### src/hdl/led_key_pkg.sv
/*
  Shared constants and types for the front-panel LED and key-repeat block:
  register map, field positions, reset values, timing figures and modes.
  Assumes a 100 MHz system clock and a 32-bit AXI4-Lite register port.
*/
`default_nettype none
package led_key_pkg;
  localparam int ADDR_W = 8;
  localparam logic [ADDR_W-1:0] CTRL_OFF = 8'h00;
  localparam logic [ADDR_W-1:0] LOOK_OFF = 8'h04;
  localparam logic [ADDR_W-1:0] TIMEOUT_OFF = 8'h08;
  localparam logic [ADDR_W-1:0] CMD_OFF = 8'h0c;
  localparam logic [ADDR_W-1:0] STATUS_OFF = 8'h10;
  // control register fields
  localparam int FUNC_LSB = 0;
  localparam int COLOUR_LSB = 4;
  localparam int BRIGHT_LSB = 8;
  localparam int QTY_LSB = 16;
  // look register: four 8-bit looks (ccw, cw, input low, input high)
  localparam int LOOK_STRIDE = 8;
  localparam int LOOK_PAT_LSB = 4;
  localparam logic [31:0] CTRL_RST = 32'h0000_ff00;
  localparam logic [31:0] LOOK_RST = 32'h0000_0000;
  localparam logic [14:0] TIMEOUT_RST = 15'h0000;
  localparam logic [14:0] TIMEOUT_MAX_S = 15'd18000;
  // timing: one tick is one millisecond
  localparam int CLK_PERIOD_NS = 10;
  localparam int TICK_NS = 1000000;
  localparam int TICK_CYCLES = TICK_NS / CLK_PERIOD_NS;
  localparam logic [9:0] TICKS_PER_SEC = 10'd1000;
  localparam logic [9:0] HOLD_MS = 10'd1000;
  localparam logic [9:0] REPEAT_MS = 10'd100;
  localparam logic [9:0] FAST_MS = 10'd125;
  localparam logic [9:0] SLOW_MS = 10'd500;
  localparam logic [4:0] FLASH_MS = 5'd20;
  localparam logic [1:0] RESP_OKAY = 2'b00;
  localparam logic [1:0] RESP_SLVERR = 2'b10;

  typedef enum logic [2:0] {
    FN_DEVICE_ON, FN_REMOTE, FN_ROTATION, FN_ENERGY, FN_CMD, FN_INPUT
  } func_t;
  typedef enum logic [2:0] {
    PAT_OFF, PAT_ON, PAT_FAST, PAT_SLOW, PAT_BREATHE_FAST, PAT_BREATHE_SLOW
  } pattern_t;
  typedef enum logic [2:0] {
    COL_WHITE, COL_YELLOW, COL_GREEN, COL_BLUE, COL_RED, COL_ORANGE, COL_CYAN, COL_VIOLET
  } colour_t;
  typedef struct packed {
    logic pad;
    logic [2:0] pattern;
    logic pad2;
    logic [2:0] colour;
  } look_t;
endpackage
`default_nettype wire

### src/hdl/status_led_and_key_repeat.sv
/*
  Front-panel indicator and key autorepeat logic: one RGB LED driven by a
  selectable function, pattern, colour and brightness, plus key repeat.
  Assumes pins arrive asynchronously, energy steps are one-cycle pulses on
  this clock (one per thousandth of a unit) and an AXI4-Lite master.
*/
// Local design decisions: the register offsets and the AXI4-Lite slave port.
// Function
// - a short press fires once; after about 1 s held, it repeats while held
// - power-on function ramps LED brightness smoothly up and down
// - remote function lights LED while remote active, off after timeout
// - remote timeout zero never expires; LED follows remote activity
// - rotation function uses separate colour and pattern per direction
// - patterns: off, on, fast or slow flash, flash with varying brightness
// - energy function flashes once per thousandth unit of chosen quantity; steps under 20 ms apart merge into one flash
// - command function: on command lights, off command or timeout darkens
// - command timeout zero keeps LED lit until off command
// - input function follows discrete input with per-state colour and pattern
// - user selects function, one of eight colours and brightness
`default_nettype none
module status_led_and_key_repeat
  import led_key_pkg::*;
#(
  parameter int TICK_LEN = TICK_CYCLES
) (
  input wire logic clock,
  input wire logic rst,
  input wire logic [ADDR_W-1:0] awaddr,
  input wire logic awvalid,
  output logic awready,
  input wire logic [31:0] wdata,
  input wire logic [3:0] wstrb,
  input wire logic wvalid,
  output logic wready,
  output logic [1:0] bresp,
  output logic bvalid,
  input wire logic bready,
  input wire logic [ADDR_W-1:0] araddr,
  input wire logic arvalid,
  output logic arready,
  output logic [31:0] rdata,
  output logic [1:0] rresp,
  output logic rvalid,
  input wire logic rready,
  input wire logic [3:0] keyPressed,
  input wire logic remoteActive,
  input wire logic rotationCw,
  input wire logic discrete_input_state,
  input wire logic [3:0] energyStep,
  output logic [3:0] keyFire,
  output logic ledRed,
  output logic ledGreen,
  output logic ledBlue
);
  logic [31:0] ctrl_q;
  logic [31:0] look_q;
  logic [14:0] timeout_q;
  logic [ADDR_W-1:0] wAddr_q;
  logic [31:0] wData_q;
  logic [3:0] wStrb_q;
  logic doWrite;
  logic [6:0] sync1_q;
  logic [6:0] sync2_q;
  logic [6:0] prev_q;
  logic [16:0] tickCnt_q;
  logic msTick;
  logic [9:0] msCnt_q;
  logic secTick;
  logic [9:0] fastCnt_q;
  logic [9:0] slowCnt_q;
  logic fastPh_q;
  logic slowPh_q;
  logic [7:0] breath_q;
  logic breathUp_q;
  logic [14:0] remSec_q;
  logic remoteLit;
  logic cmdOn_q;
  logic [14:0] cmdSec_q;
  logic cmdExpire;
  logic [4:0] flash_q;
  logic [7:0] pwm_q;
  func_t fn;
  colour_t col;
  look_t look;
  logic [7:0] lvl;
  logic [15:0] scaled;
  logic [7:0] eff;
  logic [31:0] readVal;
  logic readOk;

  assign fn = func_t'(ctrl_q[FUNC_LSB +: 3]);
  assign doWrite = !awready && !wready && !bvalid;
  // write channel: address and data captured independently
  always_ff @(posedge clock) begin
    if (rst) begin
      awready <= 1'b1;
      wready <= 1'b1;
      bvalid <= 1'b0;
      bresp <= RESP_OKAY;
      wAddr_q <= '0;
      wData_q <= '0;
      wStrb_q <= '0;
    end else begin
      if (awvalid && awready) begin
        wAddr_q <= awaddr;
        awready <= 1'b0;
      end
      if (wvalid && wready) begin
        wData_q <= wdata;
        wStrb_q <= wstrb;
        wready <= 1'b0;
      end
      if (doWrite) begin
        bvalid <= 1'b1;
        bresp <= (wAddr_q == CTRL_OFF || wAddr_q == LOOK_OFF || wAddr_q == TIMEOUT_OFF ||
                  wAddr_q == CMD_OFF) ? RESP_OKAY : RESP_SLVERR;
      end
      if (bvalid && bready) begin
        bvalid <= 1'b0;
        awready <= 1'b1;
        wready <= 1'b1;
      end
    end
  end
  // configuration registers, byte lanes honoured
  always_ff @(posedge clock) begin
    if (rst) begin
      ctrl_q <= CTRL_RST;
      look_q <= LOOK_RST;
    end else if (doWrite) begin
      for (int b = 0; b < 4; b++) begin
        if (wStrb_q[b] && wAddr_q == CTRL_OFF) begin
          ctrl_q[b*8 +: 8] <= wData_q[b*8 +: 8];
        end
        if (wStrb_q[b] && wAddr_q == LOOK_OFF) begin
          look_q[b*8 +: 8] <= wData_q[b*8 +: 8];
        end
      end
    end
  end
  // timeout clamps to the largest legal figure
  always_ff @(posedge clock) begin
    if (rst) begin
      timeout_q <= TIMEOUT_RST;
    end else if (doWrite && wAddr_q == TIMEOUT_OFF && wStrb_q[1:0] == 2'b11) begin
      timeout_q <= (wData_q[31:0] > 32'(TIMEOUT_MAX_S)) ? TIMEOUT_MAX_S : wData_q[14:0];
    end
  end

  always_comb begin
    readOk = 1'b1;
    readVal = '0;
    unique case (araddr)
      CTRL_OFF: readVal = ctrl_q;
      LOOK_OFF: readVal = look_q;
      TIMEOUT_OFF: readVal = {17'h00000, timeout_q};
      CMD_OFF: readVal = {31'h00000000, cmdOn_q};
      STATUS_OFF: readVal = {20'h00000, sync2_q[6:3], 3'h0, sync2_q[1], sync2_q[0],
                             cmdOn_q, remoteLit, (eff != 8'h00)};
      default: readOk = 1'b0;
    endcase
  end

  always_ff @(posedge clock) begin
    if (rst) begin
      arready <= 1'b1;
      rvalid <= 1'b0;
      rdata <= '0;
      rresp <= RESP_OKAY;
    end else if (arvalid && arready) begin
      arready <= 1'b0;
      rvalid <= 1'b1;
      rdata <= readVal;
      rresp <= readOk ? RESP_OKAY : RESP_SLVERR;
    end else if (rvalid && rready) begin
      rvalid <= 1'b0;
      arready <= 1'b1;
    end
  end
  // pin synchronisers: {keys, remote, input, rotation}
  always_ff @(posedge clock) begin
    if (rst) begin
      sync1_q <= '0;
      sync2_q <= '0;
      prev_q <= '0;
    end else begin
      sync1_q <= {keyPressed, remoteActive, discrete_input_state, rotationCw};
      sync2_q <= sync1_q;
      prev_q <= sync2_q;
    end
  end
  // millisecond and second ticks
  always_ff @(posedge clock) begin
    if (rst || msTick) begin
      tickCnt_q <= '0;
    end else begin
      tickCnt_q <= tickCnt_q + 17'd1;
    end
  end
  assign msTick = (tickCnt_q == 17'(TICK_LEN - 1));

  always_ff @(posedge clock) begin
    if (rst || secTick) begin
      msCnt_q <= '0;
    end else if (msTick) begin
      msCnt_q <= msCnt_q + 10'd1;
    end
  end
  assign secTick = msTick && (msCnt_q == TICKS_PER_SEC - 10'd1);
  // flash phases
  always_ff @(posedge clock) begin
    if (rst) begin
      fastCnt_q <= '0;
      slowCnt_q <= '0;
      fastPh_q <= 1'b0;
      slowPh_q <= 1'b0;
    end else if (msTick) begin
      fastCnt_q <= (fastCnt_q == FAST_MS - 10'd1) ? 10'd0 : fastCnt_q + 10'd1;
      slowCnt_q <= (slowCnt_q == SLOW_MS - 10'd1) ? 10'd0 : slowCnt_q + 10'd1;
      if (fastCnt_q == FAST_MS - 10'd1) begin
        fastPh_q <= !fastPh_q;
      end
      if (slowCnt_q == SLOW_MS - 10'd1) begin
        slowPh_q <= !slowPh_q;
      end
    end
  end
  // triangle ramp, one step per millisecond
  always_ff @(posedge clock) begin
    if (rst) begin
      breath_q <= '0;
      breathUp_q <= 1'b1;
    end else if (msTick) begin
      breath_q <= breathUp_q ? breath_q + 8'd1 : breath_q - 8'd1;
      if (breathUp_q && breath_q == 8'hfe) begin
        breathUp_q <= 1'b0;
      end else if (!breathUp_q && breath_q == 8'h01) begin
        breathUp_q <= 1'b1;
      end
    end
  end
  // remote-access timer restarts on each new activation
  always_ff @(posedge clock) begin
    if (rst) begin
      remSec_q <= '0;
    end else if (sync2_q[2] && !prev_q[2]) begin
      remSec_q <= '0;
    end else if (secTick && sync2_q[2] && remSec_q != TIMEOUT_MAX_S) begin
      remSec_q <= remSec_q + 15'd1;
    end
  end
  assign remoteLit = sync2_q[2] &&
                     (timeout_q == 15'd0 || remSec_q < timeout_q);
  // command-controlled state; an on command beats a same-cycle expiry
  assign cmdExpire = cmdOn_q && timeout_q != 15'd0 && cmdSec_q >= timeout_q;
  always_ff @(posedge clock) begin
    if (rst) begin
      cmdOn_q <= 1'b0;
      cmdSec_q <= '0;
    end else if (doWrite && wAddr_q == CMD_OFF && wStrb_q[0] && wData_q[0]) begin
      cmdOn_q <= 1'b1;
      cmdSec_q <= '0;
    end else if ((doWrite && wAddr_q == CMD_OFF && wStrb_q[0]) || cmdExpire) begin
      cmdOn_q <= 1'b0;
    end else if (secTick && cmdOn_q) begin
      cmdSec_q <= cmdSec_q + 15'd1;
    end
  end
  // energy flash: a new step restarts the flash, so steps less than 20 ms apart merge into one flash
  always_ff @(posedge clock) begin
    if (rst) begin
      flash_q <= '0;
    end else if (energyStep[ctrl_q[QTY_LSB +: 2]]) begin
      flash_q <= FLASH_MS;
    end else if (msTick && flash_q != 5'd0) begin
      flash_q <= flash_q - 5'd1;
    end
  end

  function automatic logic [7:0] patLevel(input logic [2:0] pat);
    logic [7:0] v;
    v = 8'h00;
    unique case (pattern_t'(pat))
      PAT_OFF: v = 8'h00;
      PAT_ON: v = 8'hff;
      PAT_FAST: v = fastPh_q ? 8'hff : 8'h00;
      PAT_SLOW: v = slowPh_q ? 8'hff : 8'h00;
      PAT_BREATHE_FAST: v = fastPh_q ? breath_q : 8'h00;
      PAT_BREATHE_SLOW: v = slowPh_q ? breath_q : 8'h00;
      default: v = 8'h00;
    endcase
    return v;
  endfunction

  // function selection
  always_comb begin
    col = colour_t'(ctrl_q[COLOUR_LSB +: 3]);
    look = '0;
    lvl = 8'h00;
    unique case (fn)
      FN_DEVICE_ON: lvl = breath_q;
      FN_REMOTE: lvl = remoteLit ? 8'hff : 8'h00;
      FN_ROTATION: begin
        look = look_q[(sync2_q[0] ? 1 : 0) * LOOK_STRIDE +: LOOK_STRIDE];
        col = colour_t'(look.colour);
        lvl = patLevel(look.pattern);
      end
      FN_ENERGY: lvl = (flash_q != 5'd0) ? 8'hff : 8'h00;
      FN_CMD: lvl = cmdOn_q ? 8'hff : 8'h00;
      FN_INPUT: begin
        look = look_q[(sync2_q[1] ? 3 : 2) * LOOK_STRIDE +: LOOK_STRIDE];
        col = colour_t'(look.colour);
        lvl = patLevel(look.pattern);
      end
      default: lvl = 8'h00;
    endcase
  end

  assign scaled = lvl * ctrl_q[BRIGHT_LSB +: 8];
  assign eff = scaled[15:8];

  always_ff @(posedge clock) begin
    if (rst) begin
      pwm_q <= '0;
    end else begin
      pwm_q <= pwm_q + 8'd1;
    end
  end

  // colour mixing; orange uses half-strength green
  always_ff @(posedge clock) begin
    if (rst) begin
      ledRed <= 1'b0;
      ledGreen <= 1'b0;
      ledBlue <= 1'b0;
    end else begin
      ledRed <= (pwm_q < eff) && (col inside {COL_WHITE, COL_YELLOW, COL_RED,
                                              COL_ORANGE, COL_VIOLET});
      ledGreen <= (col == COL_ORANGE) ? (pwm_q < {1'b0, eff[7:1]}) :
                  (pwm_q < eff) && (col inside {COL_WHITE, COL_YELLOW, COL_GREEN, COL_CYAN});
      ledBlue <= (pwm_q < eff) && (col inside {COL_WHITE, COL_BLUE, COL_CYAN, COL_VIOLET});
    end
  end

  // key autorepeat, one counter per key
  for (genvar k = 0; k < 4; k++) begin : gKey
    logic [9:0] held_q;
    always_ff @(posedge clock) begin
      if (rst) begin
        held_q <= '0;
        keyFire[k] <= 1'b0;
      end else if (!sync2_q[3 + k]) begin
        held_q <= '0;
        keyFire[k] <= 1'b0;
      end else if (!prev_q[3 + k]) begin
        held_q <= '0;
        keyFire[k] <= 1'b1;
      end else if (msTick && held_q == HOLD_MS - 10'd1) begin
        held_q <= HOLD_MS - REPEAT_MS;
        keyFire[k] <= 1'b1;
      end else begin
        held_q <= msTick ? held_q + 10'd1 : held_q;
        keyFire[k] <= 1'b0;
      end
    end
  end
endmodule
`default_nettype wire

### config.mk
export PLATFORM = sky130hd
export DESIGN_NAME = status_led_and_key_repeat
export DESIGN_NICKNAME = d
export VERILOG_FILES = /design/src/hdl/led_key_pkg.sv /design/src/hdl/status_led_and_key_repeat.sv
export SDC_FILE = /design/constraint.sdc
export NUM_CORES = 1
export LEC_CHECK = 0
export ABC_AREA = 1
export BUFFER_PORTS_ARGS = -buffer_cell sky130_fd_sc_hd__buf_2
export CORE_ASPECT_RATIO = 0.75
export CORE_MARGIN = 2
export CORE_UTILIZATION = 60
export CTS_CLUSTER_DIAMETER = 60
export DETAILED_ROUTE_END_ITERATION = 7
export HOLD_SLACK_MARGIN = 0.08
export PLACE_DENSITY = 0.79
export SETUP_SLACK_MARGIN = 0.15
export SLEW_MARGIN = 20
export SYNTH_ARGS = -nofsm -noshare
export SYNTH_HDL_FRONTEND = slang
export SYNTH_SLANG_ARGS = --single-unit
### constraint.sdc
create_clock -name clock -period 10.9 [get_ports clock]
set_input_delay 3.27 -clock clock [delete_from_list [all_inputs] [get_ports clock]]
set_output_delay 3.27 -clock clock [all_outputs]
set_load 0.05 [all_outputs]
==> flow_summary_export.csv <==
group,metric,value,unit
route,routed_wl,47.88,mm
logic_synthesis,syn_area,17820,um2
cells_and_area,nets,2758,
logic_synthesis,synthFlopType,"dfxtp_1",
floorplan,die_h,153.2,um
cts,cts_buffer_depth,3,
pwr,cellLeakagePower,8.201,nW
route,drcViolationCount,0,
route,drt_first_pass_iters,7,
floorplan,io_pins,118,
sta,fin_setup_tns,0,ns
sta,skew,0.01117,ns
sta,rsz0062_at_grt,"false",
worst_setup_path,path_buf_inv,4,
route,vias,17050,
cts,insertion_delay,0.52,ns
worst_setup_path,cpMostUsedCell,"nand2_1",
sta,worst_pin_slew,1.096,ns
logic_synthesis,synth_compound_area_frac,0.1599,
sta,final-setup-viol-count,0,
logic_synthesis,synth-seq-area-share,0.3708,
worst_setup_path,worst_setup_path_end_kind,"register",
logic_synthesis,yosys.area_share.simple,0.2531,
cts,clk_pin_slew,0.07,ns
global_route,grt_pass1_vias,15920,
route,avgViaCountPerCell,5.723,
sta,fin_crit,6.607,ns
route,wl_per_cell,16.07,um
placed_design,place_ws,4.416,ns
pwr,power.density,128.8,nW/um2
cells_and_area,final_cells,2980,
global_route,grt_pass1_wl,77.67,mm
worst_setup_path,crit_type,"register to register",
cells_and_area,final_common_cell,"nand2_1",
placed_design,place_hpwl,35.21,mm
logic_synthesis,netlist_instances,2480,
cells_and_area,synthToLayoutAreaGrowth,10.98,%
sta,relSlewSlack,0.2691,
worst_setup_path,cp_max_fo,13,
placed_design,globalplace.congestion,0.9788,
floorplan,dieArea,31110,um2
global_route,antenna_found_initial,1,
worst_setup_path,startpoint_type,"register",
logic_synthesis,yosys_warnings,0,
floorplan,rows,54,
cts,cts_resized,0,
worst_setup_path,crit_path_max_incr_delay,0.55,ns
placed_design,portBuffers,115,
floorplan,initial_core_util,0.6119,
worst_setup_path,cpMaxStageDelayCell,"fa_1",
logic_synthesis,synth_edf_count,0,
worst_setup_path,critPathTopFamily,"adder cells",
pwr,peakVddDrop,0.0001034,V
cells_and_area,fill_cells,2485,
cells_and_area,antenna_cells,0,
status,status,"completed",
worst_setup_path,cp_data_arrival_time,7.00,ns
sta,fmax,151.3,MHz
cts,cts_root_buf,"clkbuf_16",
worst_setup_path,cp_data_required_time,11.30,ns
logic_synthesis,synth_top_family_by_area,"simple AND/OR/NAND/NOR gates",
logic_synthesis,avgSynthCellArea,7.185,um2
global_route,gr-total-overflow,0,
global_route,grt_max_degree,121,
placed_design,numPlacedInstances,2921,
logic_synthesis,synth_xor_area_frac,0.01868,
route,initialDrtViolationCount,1474,
global_route,grt_util_all_layers,0.3029,
cts,cts_sinks,330,
sta,drv_slew,0,
cts,post_cts_buffers,0,
cts,cts_tree,"yes",
cts,hold_buffers,0,
logic_synthesis,synth_seq_cells,330,
cts,cts_inserted_buffers,34,
sta,setup_ws,4.293,ns
cts,htree_levels,2,
logic_synthesis,synth-adder-area-share,0.1011,
route,drt.antenna.violating_nets,0,
logic_synthesis,ys_types,57,
cells_and_area,final_cell_mix,"nand2_1, inv_1, dfxtp_1",
logic_synthesis,synthArstFlopShare,0,
logic_synthesis,synthMuxAreaShare,0,
cells_and_area,drive_gt1_frac,0.08810,
sta,hold_viol_final,0,
floorplan,fp.dieW,203.0,um
job,cap_violations,0,
pwr,power,2.547,mW
sta,fin_crit_sh,0.6062,
worst_hold_path,min_path_type,"register to register",
floorplan,fp.coreArea,29120,um2
==> logic make-up (layout without fill, tap and decap cells) <==
logic type                 count (synthesis)  in the layout
and+or+nand+nor                         1015           1015
buffers and inverters                    450            557
other                                      1              2
adders and majority gates                123            123
xor gates and xnor gates                  38             38
AOI/OAI and AO/OA                        523            523
DFF                                      330            330
==> per-layer routing <==
layer	track usage	vias up	routed length (um)
met1	0.4140	7893	21040
met5	0	-	0
li1	-	8350	-
met4	0.09837	0	1229
met2	0.4834	707	21400
met3	0.05842	104	4213
==> metrics by stage <==
stage	hold WS, ns	area, um2	util
floorplan	0.3883	17820	-
global placement	0.3944	18660	0.6409
detailed placement	0.3966	18660	0.6409
CTS	0.4162	19770	0.6790
global route	0.4349	19780	0.6791
finish	0.4111	19780	0.6791
==> Yosys cell counts (12+ instances only) <==
cell type  number  area, um2
nand2_1       432       1622
inv_1         365       1370
dfxtp_1       330       6606
nor2_1        251      942.2
a21oi_1       239       1196
o21ai_0       173      865.8
nand3_1       108      540.5
ha_1           88       1101
nor3_1         74      370.4
clkbuf_1       64      240.2
nand4_1        49      306.5
fa_1           35      700.7
o22ai_1        33      206.5
nor4_1         30      187.7
xor2_1         25      219.0
nor3b_1        18      135.1
a31oi_1        15      93.84
or2_2          15      93.84
o31ai_1        13      97.59
xnor2_1        13      113.9
o211ai_1       12      90.09
==> sequential cells by signal, indices dropped and copies added (netlist names), 10 cells and up <==
signal	count
ctrl_q	32
gKey.held_q	40
rdata	32
look_q	32
cmdSec_q	15
timeout_q	15
slowCnt_q	10
tickCnt_q	17
msCnt_q	10
wData_q	32
remSec_q	15
fastCnt_q	10
==> worst reg2reg max path: cells and delay by family (launching register included) <==
family	cells	cell delay (ns)
AO/OA/AOI/OAI	6	1.28
buffers and inverters	4	0.48
adder cells (fa/ha/maj)	5	2.39
flip-flops	1	0.53
AND/OR/NAND/NOR	15	1.80
==> area by class of cell <==
type | instances | area, um2 | area share
clock buffers | 52 | 1042 | 0.05270
clock inverters | 7 | 66.31 | 0.003353
inverters | 370 | 1390 | 0.07029
multi-input cells | 1701 | 9504 | 0.4806
flip-flops and latches | 330 | 6606 | 0.3341
well taps | 392 | 490.5 | 0.02480
repair buffers | 128 | 675.6 | 0.03417
==> path summary, 6_finish.rpt <==
check,start,to,slack (ns),depth (start not counted)
hold / removal,sync1_q[5]$_SDFF_PP0_,sync2_q[5]$_SDFF_PP0_,0.41,2
setup reg to reg,sync2_q[1]$_SDFF_PP0_,rdata[0]$_SDFFE_PP0P_,4.29,30
setup / recovery,sync2_q[1]$_SDFF_PP0_,rdata[0]$_SDFFE_PP0P_,4.29,30
hold reg to reg,sync1_q[5]$_SDFF_PP0_,sync2_q[5]$_SDFF_PP0_,0.41,2
==> where the power goes <==
part	leakage, nW	internal (mW)	switching [mW]
registers	2.68	1.23	0.0208
logic	4.98	0.0392	0.0945
clock network	0.544	0.684	0.479
total	8.20	1.95	0.595
Note: power is estimated with default switching activity, not from simulation.
